==> src/design/rst_src_pkg.sv <==
// constants for the reset source controller: register map, reset values, timing
// assumes an apb slave port with 32-bit data and word-aligned registers
package rst_src_pkg;

  // register byte addresses
  localparam logic [11:0] ADDR_WIDTH_SEL  = 12'h000;
  localparam logic [11:0] ADDR_FLASH_CTL1 = 12'h004;
  localparam logic [11:0] ADDR_FLAGS      = 12'h008;
  localparam logic [11:0] ADDR_CONTROL    = 12'h00C;

  // field layout and reset values
  localparam logic [1:0] WIDTH_SEL_RST  = 2'h1;
  localparam logic [7:0] FLASH_KEY      = 8'h55;
  localparam int         FLAG_TO_BIT    = 0;
  localparam int         FLAG_PD_BIT    = 1;
  localparam int         CTL_SLEEP_BIT  = 0;
  localparam logic [7:0] PORT_DIR_RST   = 8'hFF;
  localparam logic [7:0] PORT_DATA_RST  = 8'hFF;
  localparam logic [7:0] PORT_PULL_RST  = 8'h00;
  localparam logic [7:0] PORT_WAKE_RST  = 8'h00;

  // dip width in sub-clock periods, one entry per select code
  localparam int DIP_CYC_0 = 8;
  localparam int DIP_CYC_1 = 32;
  localparam int DIP_CYC_2 = 64;
  localparam int DIP_CYC_3 = 128;

  // reset pulse length held on the merged reset, in system clocks
  localparam int RST_PULSE_NS  = 16;
  localparam int CLK_PERIOD_NS = 4;
  localparam int RST_PULSE_CYC = (RST_PULSE_NS + CLK_PERIOD_NS - 1) / CLK_PERIOD_NS;

  typedef enum logic [1:0] {
    SRC_NONE, SRC_FLASH, SRC_WDT_RUN, SRC_WDT_SLEEP
  } reset_cause_e;

endpackage : rst_src_pkg

==> src/design/reset_source_control.sv <==
// reset source controller: brown-out dip filter, flash key reset, watchdog resets,
// timeout/powerdown flags and power-on defaults for core and peripherals
// assumes an apb master on pclk, a sub clock enable pulse, and a supply-ok pin
`timescale 1ns/10ps
//////////////////////////////////////////////////////////////////////////////////////////
// Contract
// - width select picks 8/32/64/128 sub periods
// - width select bits 7..2 read zero
// - flash control one key 55H resets device
// - watchdog expiry while running sets timeout, resets
// - watchdog in sleep clears pc, sp only
// - power-on clears flags; sleep watchdog sets both
// - power-on disables all interrupts
// - power-on clears watchdog, time base; restarts
// - power-on switches timers off
// - power-on ports inputs, latches ones, enables zero
// - power-on pc zero, stack pointer top
// - only dips longer than width cause reset
module reset_source_control
  import rst_src_pkg::*;
#(
  parameter int PORT_W = 8
) (
  input  wire logic              pclk,
  input  wire logic              presetn,
  input  wire logic              psel,
  input  wire logic              penable,
  input  wire logic              pwrite,
  input  wire logic [11:0]       paddr,
  input  wire logic [31:0]       pwdata,
  output logic      [31:0]       prdata,
  output logic                   pready,
  output logic                   pslverr,
  input  wire logic              sub_clk_en,
  input  wire logic              supply_ok,
  input  wire logic              wdt_expire,
  output logic                   sys_reset_n,
  output logic                   pc_sp_clear,
  output logic                   timeout_flag,
  output logic                   powerdown_flag,
  output logic                   int_enable,
  output logic                   wdt_tb_clear,
  output logic                   timer_enable,
  output logic      [PORT_W-1:0] port_dir,
  output logic      [PORT_W-1:0] port_data,
  output logic      [PORT_W-1:0] port_pull,
  output logic      [PORT_W-1:0] port_wake
);

  //////////////////////////////////////////////////////////////////////////////////////////
  // supply pin conditioning; low means supply below the brown-out threshold
  logic supply_ok_s;

  sync3 u_supply_sync (
    .pclk    (pclk),
    .presetn (presetn),
    .din     (supply_ok),
    .rst_val (1'b1),
    .dout    (supply_ok_s)
  );

  //////////////////////////////////////////////////////////////////////////////////////////
  // apb register state
  logic [1:0] width_sel_q, width_sel_d;
  logic       sleep_q, sleep_d;
  logic       to_q, to_d;
  logic       pd_q, pd_d;
  logic [31:0] rdata_q, rdata_d;
  logic       err_q, err_d;
  logic       rdy_q, rdy_d;
  logic       key_hit;
  logic       acc;

  // one wait state: pready rises the cycle after the access phase opens
  assign acc = psel & penable & ~rdy_q;

  // decode; unmapped addresses answer with pslverr
  always_comb begin
    width_sel_d = width_sel_q;
    sleep_d     = sleep_q;
    rdata_d     = 32'h0000_0000;
    err_d       = 1'b0;
    rdy_d       = acc;
    key_hit     = 1'b0;
    if (acc) begin
      case (paddr)
        ADDR_WIDTH_SEL: begin
          if (pwrite) width_sel_d = pwdata[1:0];
          rdata_d = {30'h0000_0000, width_sel_q}; // upper bits read zero
        end
        ADDR_FLASH_CTL1: begin
          if (pwrite && pwdata[7:0] == FLASH_KEY) key_hit = 1'b1;
        end
        ADDR_FLAGS: begin
          rdata_d = {30'h0000_0000, pd_q, to_q};
        end
        ADDR_CONTROL: begin
          if (pwrite) sleep_d = pwdata[CTL_SLEEP_BIT];
          rdata_d = {31'h0000_0000, sleep_q};
        end
        default: err_d = 1'b1;
      endcase
    end
  end

  //////////////////////////////////////////////////////////////////////////////////////////
  // brown-out dip filter counted in sub clock periods
  logic [7:0] dip_cnt_q, dip_cnt_d;
  logic [7:0] dip_lim;
  logic       bor_fire;

  // limit per select code; reaching it means the dip outlasted the width
  always_comb begin
    case (width_sel_q)
      2'h0:    dip_lim = 8'(DIP_CYC_0);
      2'h1:    dip_lim = 8'(DIP_CYC_1);
      2'h2:    dip_lim = 8'(DIP_CYC_2);
      default: dip_lim = 8'(DIP_CYC_3);
    endcase
  end

  // any return of the supply restarts the count, so short dips never fire
  always_comb begin
    dip_cnt_d = dip_cnt_q;
    bor_fire  = 1'b0;
    if (supply_ok_s) begin
      dip_cnt_d = 8'h00;
    end else if (sub_clk_en) begin
      if (dip_cnt_q + 8'h01 >= dip_lim) begin
        bor_fire  = 1'b1;
        dip_cnt_d = 8'h00;
      end else begin
        dip_cnt_d = dip_cnt_q + 8'h01;
      end
    end
  end

  //////////////////////////////////////////////////////////////////////////////////////////
  // reset sequencer: flags settle in the trigger cycle, reset held for a fixed pulse
  typedef enum logic [1:0] {ST_POR, ST_RUN, ST_HOLD} seq_state_e;
  seq_state_e st_q, st_d;
  logic [3:0] hold_q, hold_d;
  logic       full_q, full_d;
  logic       pcsp_q, pcsp_d;
  logic       por_q, por_d;

  // priority: flash key, then brown-out, then watchdog
  always_comb begin
    st_d   = st_q;
    hold_d = hold_q;
    full_d = full_q;
    pcsp_d = 1'b0;
    por_d  = 1'b0;
    to_d   = to_q;
    pd_d   = pd_q;
    case (st_q)
      ST_POR: begin
        to_d   = 1'b0;
        pd_d   = 1'b0;
        por_d  = 1'b1;
        full_d = 1'b0; // por_d keeps reset applied one more cycle
        st_d   = ST_RUN;
      end
      ST_RUN: begin
        if (key_hit) begin
          full_d = 1'b1;
          st_d   = ST_HOLD;
          hold_d = 4'(RST_PULSE_CYC);
        end else if (bor_fire && !sleep_q) begin
          full_d = 1'b1; // flags untouched
          st_d   = ST_HOLD;
          hold_d = 4'(RST_PULSE_CYC);
        end else if (wdt_expire && !sleep_q) begin
          to_d   = 1'b1;
          full_d = 1'b1;
          st_d   = ST_HOLD;
          hold_d = 4'(RST_PULSE_CYC);
        end else if (wdt_expire && sleep_q) begin
          to_d   = 1'b1;
          pd_d   = 1'b1;
          pcsp_d = 1'b1;
        end
      end
      ST_HOLD: begin
        if (hold_q == 4'h1) begin
          full_d = 1'b0; // released on a clock edge
          st_d   = ST_RUN;
        end else begin
          hold_d = hold_q - 4'h1;
        end
      end
      default: st_d = ST_RUN;
    endcase
  end

  //////////////////////////////////////////////////////////////////////////////////////////
  // power-on defaults for core and peripherals, driven one cycle behind the merged reset except the watchdog clear
  logic [PORT_W-1:0] dir_d, data_d, pull_d, wake_d;
  logic              ien_d, ten_d, wclr_d;

  always_comb begin
    ien_d  = ~(full_q | por_q);
    ten_d  = ~(full_q | por_q);
    wclr_d = full_d | por_d;    // aligned with the reset so counting resumes at release
    dir_d  = (full_q | por_q) ? PORT_W'(PORT_DIR_RST)  : port_dir;
    data_d = (full_q | por_q) ? PORT_W'(PORT_DATA_RST) : port_data;
    pull_d = (full_q | por_q) ? PORT_W'(PORT_PULL_RST) : port_pull;
    wake_d = (full_q | por_q) ? PORT_W'(PORT_WAKE_RST) : port_wake;
  end

  //////////////////////////////////////////////////////////////////////////////////////////
  // all state registers; reset loads constants only
  always_ff @(posedge pclk or negedge presetn) begin
    if (!presetn) begin
      width_sel_q    <= WIDTH_SEL_RST;
      sleep_q        <= 1'b0;
      to_q           <= 1'b0;
      pd_q           <= 1'b0;
      rdata_q        <= 32'h0000_0000;
      err_q          <= 1'b0;
      rdy_q          <= 1'b0;
      dip_cnt_q      <= 8'h00;
      st_q           <= ST_POR;
      hold_q         <= 4'h0;
      full_q         <= 1'b1;
      pcsp_q         <= 1'b1; // pc zero, stack pointer top while held
      por_q          <= 1'b1;
      sys_reset_n    <= 1'b0;
      int_enable     <= 1'b0;
      timer_enable   <= 1'b0;
      wdt_tb_clear   <= 1'b1;
      port_dir       <= PORT_W'(PORT_DIR_RST);
      port_data      <= PORT_W'(PORT_DATA_RST);
      port_pull      <= PORT_W'(PORT_PULL_RST);
      port_wake      <= PORT_W'(PORT_WAKE_RST);
    end else begin
      width_sel_q    <= width_sel_d;
      sleep_q        <= full_d ? 1'b0 : sleep_d;
      to_q           <= to_d;
      pd_q           <= pd_d;
      rdata_q        <= rdata_d;
      err_q          <= err_d;
      rdy_q          <= rdy_d;
      dip_cnt_q      <= dip_cnt_d;
      st_q           <= st_d;
      hold_q         <= hold_d;
      full_q         <= full_d;
      pcsp_q         <= pcsp_d | full_d;
      por_q          <= por_d;
      sys_reset_n    <= ~(full_d | por_d); // flags were written in the same edge or earlier
      int_enable     <= ien_d;
      timer_enable   <= ten_d;
      wdt_tb_clear   <= wclr_d;
      port_dir       <= dir_d;
      port_data      <= data_d;
      port_pull      <= pull_d;
      port_wake      <= wake_d;
    end
  end

  assign prdata         = rdata_q;
  assign pready         = rdy_q;
  assign pslverr        = err_q;
  assign pc_sp_clear    = pcsp_q;
  assign timeout_flag   = to_q;
  assign powerdown_flag = pd_q;
endmodule : reset_source_control

==> src/design/sync3.sv <==
// three-flop input conditioner for a pin that is asynchronous to pclk
// assumes presetn is active low, asynchronous; output changes once stages two and three agree
`timescale 1ns/10ps
module sync3 (
  input  wire logic pclk,
  input  wire logic presetn,
  input  wire logic din,
  input  wire logic rst_val,
  output logic      dout
);

  logic [2:0] sh_q;
  logic [2:0] sh_d;
  logic       out_q;
  logic       out_d;

  // shift; the first stage feeds only the second
  always_comb begin
    sh_d  = {sh_q[1:0], din};
    out_d = (sh_q[2] == sh_q[1]) ? sh_q[2] : out_q;
  end

  // reset loads a constant picked by wiring of rst_val is not allowed, so reset is all ones
  always_ff @(posedge pclk or negedge presetn) begin
    if (!presetn) begin
      sh_q  <= 3'h7;
      out_q <= 1'b1;
    end else begin
      sh_q  <= sh_d;
      out_q <= out_d;
    end
  end

  assign dout = out_q ^ ~rst_val;

endmodule : sync3

==> config.mk <==
export PLATFORM = sky130hd
export DESIGN_NAME = reset_source_control
export DESIGN_NICKNAME = d
export VERILOG_FILES = /design/src/design/rst_src_pkg.sv /design/src/design/reset_source_control.sv /design/src/design/sync3.sv
export SDC_FILE = /design/constraint.sdc
export NUM_CORES = 1
export LEC_CHECK = 0
export BUFFER_PORTS_ARGS = -buffer_cell sky130_fd_sc_hd__buf_4
export CORE_ASPECT_RATIO = 1.1
export CORE_MARGIN = 1
export CORE_UTILIZATION = 40
export CTS_CLUSTER_SIZE = 25
export DETAILED_ROUTE_END_ITERATION = 8
export PLACE_DENSITY = 0.77
export SETUP_SLACK_MARGIN = 0.5
export SLEW_MARGIN = 20
export SYNTH_ARGS = -nofsm -noshare
export SYNTH_HDL_FRONTEND = slang
export SYNTH_HIERARCHICAL = 1
export SYNTH_SLANG_ARGS = --single-unit
==> constraint.sdc <==
create_clock -name pclk -period 2.4 [get_ports pclk]
set_input_delay 0.12 -clock pclk [delete_from_list [all_inputs] [get_ports pclk]]
set_output_delay 0.12 -clock pclk [all_outputs]
set_load 0.005 [all_outputs]
After elaboration in Yosys (flattened, before gate mapping)
Cells that the tools add are included.
{"block": "word_totals", "register_bits": 63, "output_inout_bits": 73}
{"block": "op_classes", "add_sub_neg": 2, "order_cmp": 1, "n_eq_ne": 18, "mux": 48, "bitwise": 8, "reduce_logical": 21}
{"operator": "$mux W1", "n": 29}
{"operator": "$eq A12 B4 Y1 const B", "n": 2}
{"operator": "$mux W8", "n": 3}
{"operator": "$pmux W8 S3", "n": 1}
{"operator": "$mux W4", "n": 4}
{"operator": "$eq A12 B3 Y1 const B", "n": 1}
{"operator": "$logic_not A12 Y1", "n": 1}
{"operator": "$ne A2 B2 Y1 const B", "n": 6}
{"operator": "$reduce_bool A2 Y1", "n": 6}
{"operator": "$mux W2", "n": 5}
{"operator": "$reduce_and A3 Y1", "n": 3}
{"operator": "$add A8 B1 Y8 const B", "n": 1}
{"operator": "$eq A8 B7 Y1 const B", "n": 1}
{"operator": "$ge A8 B8 Y1", "n": 1}
{"operator": "$pmux W4 S2", "n": 1}
{"operator": "$pmux W2 S3", "n": 1}
{"operator": "$reduce_and A5 Y1", "n": 1}
{"operator": "$eq A2 B1 Y1 const B", "n": 2}
{"operator": "$eq A2 B2 Y1 const B", "n": 2}
{"operator": "$eq A4 B1 Y1 const B", "n": 1}
{"operator": "$logic_and A1 B1 Y1", "n": 4}
{"operator": "$logic_not A2 Y1", "n": 2}
{"operator": "$ne A4 B4 Y1 const B", "n": 1}
{"operator": "$pmux W1 S2", "n": 2}
{"operator": "other kinds (12)", "n": 17}

Logic depth before layout (Yosys ltp)
{"block": "depth", "ltp_word": 12, "ltp_mapped": 10, "mapped_depth_nobuf": 10}

By module
The synthesis kept the hierarchy.
{"mod": "reset_source_control", "instances": 1, "cells_per_inst": 217, "area_each_um2": 2068.2, "seq_area_each_um2": 732.0}
{"mod": "sync3", "instances": 1, "cells_per_inst": 6, "area_each_um2": 125.1, "seq_area_each_um2": 105.1}

Worst setup path before layout
OpenSTA, ideal clock, no wires.
{"block": "synth_timing", "path_type": "reg2reg", "startpoint": "reg dip_cnt_q[0]", "endpoint": "reg wdt_tb_clear", "setup_time_ns": 0.084, "arrival_time_ns": 2.500, "required_time_ns": 2.316, "path_slack_ns": -0.184, "stages_incl_launch_ff": 11, "path_cell_list": "dfrtp_1 ha_1 and4_1 nand2_1 xnor2_1 ha_1 a21o_1 a21oi_1 a2bb2oi_1 a41oi_2 or2_2"}
{"block": "synth_via", "elab_chain_cells": 10}
{"item": "start: declaration", "line": "reset_source_control.sv:108", "text": "logic [7:0] dip_cnt_q, dip_cnt_d;"}
{"item": "start signal: assignment", "line": "reset_source_control.sv:244", "text": "dip_cnt_q <= dip_cnt_d;"}
{"item": "$add A8 B1 Y8", "line": "reset_source_control.sv:129", "text": "if (dip_cnt_q + 8'h01 >= dip_lim) begin"}
{"item": "$ge A8 B8 Y1", "line": "reset_source_control.sv:129"}
{"item": "$mux W1", "line": "reset_source_control.sv:129"}
{"item": "$mux W1", "line": "reset_source_control.sv:128", "text": "end else if (sub_clk_en) begin"}
{"item": "$mux W1", "line": "reset_source_control.sv:126", "text": "if (supply_ok_s) begin"}
{"item": "$logic_and A1 B1 Y1", "line": "reset_source_control.sv:169", "text": "end else if (bor_fire && !sleep_q) begin"}
{"item": "$mux W1", "line": "reset_source_control.sv:169"}
{"item": "$mux W1", "line": "reset_source_control.sv:165", "text": "if (key_hit) begin"}
{"item": "$pmux W1 S3", "line": "reset_source_control.sv:156", "text": "case (st_q)"}
{"item": "net full_d", "line": "reset_source_control.sv:143", "text": "logic full_q, full_d;"}
{"item": "$or A1 B1 Y1", "line": "reset_source_control.sv:204", "text": "wclr_d = full_d | por_d;"}
{"item": "net wclr_d", "line": "reset_source_control.sv:199", "text": "logic ien_d, ten_d, wclr_d;"}
{"item": "end signal: assignment", "line": "reset_source_control.sv:253", "text": "wdt_tb_clear <= wclr_d;"}
{"item": "end: declaration", "line": "reset_source_control.sv:42", "text": "output logic wdt_tb_clear,"}
The timed path passes the listed nets, and every way through them passes these cells.
A chain may end at the register's enable or synchronous reset.

Final worst setup path
{"block": "layout_timing", "startpoint": "reg dip_cnt_q[0]", "endpoint": "reg to_q, in the netlist timeout_flag"}
{"block": "layout_via", "elab_chain_cells": 8}
{"item": "$add A8 B1 Y8", "line": "reset_source_control.sv:129"}
{"item": "$ge A8 B8 Y1", "line": "reset_source_control.sv:129"}
{"item": "$mux W1", "line": "reset_source_control.sv:129"}
{"item": "$mux W1", "line": "reset_source_control.sv:128"}
{"item": "$mux W1", "line": "reset_source_control.sv:126"}
{"item": "$logic_and A1 B1 Y1", "line": "reset_source_control.sv:169"}
{"item": "$ne A2 B2 Y1 (no source line)"}
{"item": "$reduce_and A4 Y1 (no source line)"}
{"item": "end signal: assignment", "line": "reset_source_control.sv:239", "text": "to_q <= to_d;"}
{"item": "end: declaration", "line": "reset_source_control.sv:66", "text": "logic to_q, to_d;"}
Every way passes these cells.

==> metrics.md <==
| Metric | Value |
|---|---|
| Total GRT Usage | between 10% and 20% |
| Crit path max-delay family | adder cells |
| Maximum vdd ir drop | 375 uV |
| Final setup violating endpoints | 8 |
| Worst path slowest cell | sky130_fd_sc_hd__dfrtp_1 |
| Power after layout | around 0.0018 W |
| Total number of clock tree sinks | 33 |
| CP endpoint kind | register |
| Detailed-route via count | between 1500 and 2000 |
| Detailed-placement wirelength estimate | between 2000 and 3000 um |
| Type of element launching the critical path | register |
| TritonCTS clock tree | yes |
| Proportion of layout cells with a drive suffix above 1 | between 30% and 40% |
| Accumulated negative setup slack | -0.379 ns |
| Routed via count divided by cell count | 4.53 |
| First-pass DRT Iterations | 4 |
| Largest clock skew in the final design | 0.00795 ns |
| Final hold violation count | 0 |
| FFs w/ async S/R, synth | 100% |
| Clock latency at the later pin of the worst-skew pair | between 0.2 and 0.3 ns |
| Placer Congestion | roughly 0.85 |
| Number of CTS-inserted buffers | 5 |
| Vertical die dimension | 79.7 um |
| Design area | ~2700 sq um |
| Placement row count | 27 |
| Synthesized netlist cell count | between 200 and 250 |
| Fill cell total of the finished layout | 452 |
| Antenna violations before repair | 0 |
| Util after Layout | 52.7% |
| Required arrival time at the worst endpoint | between 2 and 3 ns |
| Antenna Violating Nets Remaining | 0 |
| Worst min-delay path class | in2reg |
| Count of distinct cell types in the synthesized netlist | 47 |
| Sequential cell area fraction in the yosys report | between 30% and 40% |
| Warnings from Yosys | 6 |
| Leakage power of the design | 1.34 nW |
| Floorplan die width | around 73 um |
| Remaining design rule violation count | 0 |
| Relative area change from synthesis to final layout | 23.4% |
| Worst-case setup margin in the final layout | -0.0960 ns |
| Synthesis-stage register bit count | 33 |
| I/O pin count | about 130 |
| Largest net degree at the start of global routing | 34 |
| Number of buffers on the longest clock path | 2 |
| Number of global-route vias before repair | around 1400 |
| GRT overflow | 0 |
| Final WL | 4230 um |
| Effective utilization at floorplan | between 40% and 50% |
| Unrepaired setup endpoints after global routing | true |
| Worst Setup Path Type | reg2reg |
| Most used flip-flop cell after synthesis | sky130_fd_sc_hd__dfrtp_1 |
| Top cell by count, worst path | sky130_fd_sc_hd__buf_6 |
| Count of input and output buffers | 38 |
| CP arrival | 2.66 ns |
| Area of the core | approximately 5100 sq um |
| Max Clock Freq | 401 MHz |
| Cell area power density | roughly 650 nW/um^2 |
| Final antenna diode count | 0 |
| WL/cell | 11.8 um |
| Final clock period utilization by the worst path | 104% |
| Cell chosen for the clock root | sky130_fd_sc_hd__clkbuf_8 |
| Max-slew violation count | 0 |
| Crit-path cells | ha_2 > and4_4 > nand2_2 > xnor2_2 > ha_1 > buf_4 > nand3_4 > a31oi_4 > a2bb2oi_4 > buf_6 > buf_6 > buf_6 > a31oi_1 > nor2_1 |
| Cell area after synthesis | ~2200 sq um |
| Synthesized area per cell | roughly 10 sq um |
| Number of levels the H-tree was split into | 2 |
| Worst stage delay on the critical path | about 0.38 ns |
| DRT iter0 DRCs | between 50 and 60 |
| Number of buffers and inverters on the critical path | 4 |
| Status | complete, but fails checks |
| Clock transition at path regs | 0.07 ns |
| Critical path peak fanout | 3 |
| Die outline area | between 5000 and 6000 sq um |
| Number of enable flip-flop cells after synthesis | 0 |
| Final net count | between 300 and 400 |
| Shortest clock period the worst path allows after layout | roughly 2.5 ns |
| Global-route wire length before repair | approximately 6400 um |
| Instance area after placement | 2420 sq um |
| Violated checks | setup timing |
| Max Cap Violations | 0 |
==> power by group <==
| part | switching (W) | internal (W) | leakage (nW) |
|---|---|---|---|
| registers | 0.0000866 | 0.000696 | 0.410 |
| clock network | 0.000199 | 0.000206 | 0.0395 |
| logic | 0.000281 | 0.000301 | 0.896 |
==> registers in the layout, summed over array words and instances, names as in the netlist <==
name,count
dip_cnt_q,8
hold_q,4
u_supply_sync/sh_q,3
prdata,2
st_q,2
width_sel_q,2
full_q,1
pc_sp_clear,1
por_q,1
powerdown_flag,1
pready,1
pslverr,1
sleep_q,1
sys_reset_n,1
timeout_flag,1
timer_enable,1
u_supply_sync/out_q,1
wdt_tb_clear,1
==> what timing repair did <==
action | CTS | global route
setup endpoints to repair | 20 | 21
setup buffers | 5 | 4
hold buffers | 2 | 0
resized for setup | 15 | 6
hold endpoints to repair | 25 | 0
pin swaps | 11 | 6
==> synthesized netlist by cell type (2+ instances only) <==
cell type | n | area (sq um)
sky130_fd_sc_hd__buf_4 | 63 | 473
sky130_fd_sc_hd__dfrtp_1 | 24 | 601
sky130_fd_sc_hd__nor2_1 | 17 | 63.8
sky130_fd_sc_hd__nand2_1 | 11 | 41.3
sky130_fd_sc_hd__dfstp_2 | 9 | 236
sky130_fd_sc_hd__a21oi_1 | 7 | 35.0
sky130_fd_sc_hd__ha_1 | 7 | 87.6
sky130_fd_sc_hd__inv_1 | 7 | 26.3
sky130_fd_sc_hd__a21o_1 | 5 | 37.5
sky130_fd_sc_hd__a31oi_1 | 5 | 31.3
sky130_fd_sc_hd__nand3_1 | 5 | 25.0
sky130_fd_sc_hd__nand2b_1 | 4 | 25.0
sky130_fd_sc_hd__xnor2_1 | 4 | 35.0
sky130_fd_sc_hd__a22o_1 | 3 | 26.3
sky130_fd_sc_hd__and3_1 | 3 | 18.8
sky130_fd_sc_hd__nor2b_1 | 3 | 18.8
sky130_fd_sc_hd__o21ai_0 | 3 | 15.0
sky130_fd_sc_hd__a211o_1 | 2 | 17.5
sky130_fd_sc_hd__a211oi_1 | 2 | 15.0
sky130_fd_sc_hd__clkbuf_1 | 2 | 7.51
sky130_fd_sc_hd__conb_1 | 2 | 7.51
sky130_fd_sc_hd__mux2_2 | 2 | 22.5
sky130_fd_sc_hd__mux2i_1 | 2 | 20.0
sky130_fd_sc_hd__nand3b_1 | 2 | 15.0
sky130_fd_sc_hd__nand4_1 | 2 | 12.5
sky130_fd_sc_hd__nor3_1 | 2 | 10.0
sky130_fd_sc_hd__nor4_4 | 2 | 42.5
sky130_fd_sc_hd__or2_2 | 2 | 12.5
sky130_fd_sc_hd__or3b_2 | 2 | 17.5
sky130_fd_sc_hd__xor2_1 | 2 | 17.5
==> path summary, 6_finish.rpt <==
check / start / to / slack, ns / depth (start not counted)
max: dip_cnt_q[0] / timeout_flag / -0.1 / 14
min: paddr[2] / prdata[1] / 0.06 / 2
max reg2reg: dip_cnt_q[0] / timeout_flag / -0.1 / 14
min reg2reg: u_supply_sync/sh_q[0] / u_supply_sync/sh_q[1] / 0.36 / 0
max in group asynchronous: presetn / u_supply_sync/sh_q[2] / 1.75 / 2
min in group asynchronous: presetn / hold_q[3] / 0.32 / 2
==> metrics by stage <==
| step | hold slack (ns) | instances | worst slack (ns) |
|---|---|---|---|
| 6_report | 0.0593 | 358 | -0.0960 |
| 5_1_grt | 0.0535 | 358 | -0.205 |
| 4_1_cts | 0.0370 | 354 | -0.0322 |
| 3_5_place_dp | 0.0808 | 339 | -0.114 |
| 3_3_place_gp | 0.0802 | 339 | -0.0554 |
| 2_1_floorplan | -0.176 | 284 | 0.0765 |
==> cell usage in the layout, fill, tap and decap left out, types with 4 or more instances in the layout <==
cell / instances
sky130_fd_sc_hd__inv_1: 7
sky130_fd_sc_hd__dfrtp_1: 24
sky130_fd_sc_hd__nor2_1: 16
sky130_fd_sc_hd__a21o_1: 5
sky130_fd_sc_hd__buf_4: 52
sky130_fd_sc_hd__clkbuf_8: 5
sky130_fd_sc_hd__nand2_1: 10
sky130_fd_sc_hd__a21oi_1: 5
sky130_fd_sc_hd__a31oi_1: 4
sky130_fd_sc_hd__nand3_1: 4
sky130_fd_sc_hd__dfstp_2: 9
sky130_fd_sc_hd__buf_6: 5
sky130_fd_sc_hd__nand2b_1: 4
sky130_fd_sc_hd__conb_1: 63
sky130_fd_sc_hd__ha_1: 6
==> cell families (layout without fill, tap and decap cells) <==
group / after synthesis / count (layout) / share of synthesized area, %
adder cells (fa/ha/maj): 8 / 8 / 4.51
AND/OR/NAND/NOR: 64 / 64 / 17.5
XOR/XNOR: 6 / 6 / 2.40
flip-flops: 33 / 33 / 38.2
other: 2 / 63 / 0.342
AO/OA/AOI/OAI: 34 / 34 / 12.0
buffers and inverters: 72 / 74 / 23.1
multiplexers: 4 / 4 / 1.94
==> routing by layer <==
layer  up-vias  wire (um)  GRT usage [%]
met1       767       1730           17.8
met2        81       2130           24.5
met4         0         96           7.06
met3         9        271           4.29
met5         -          0              0
li1        763          -              -
==> area by class of cell <==
type	instances	area [sq um]	area share (%)
clock buffer	8	80.1	2.96
inverter	7	26.3	0.970
multi-input combinational	179	1210	44.6
sequential	33	837	30.9
tap	72	90.1	3.33
timing repair buffer	59	467	17.2
(Power assumes the default switching activity.)
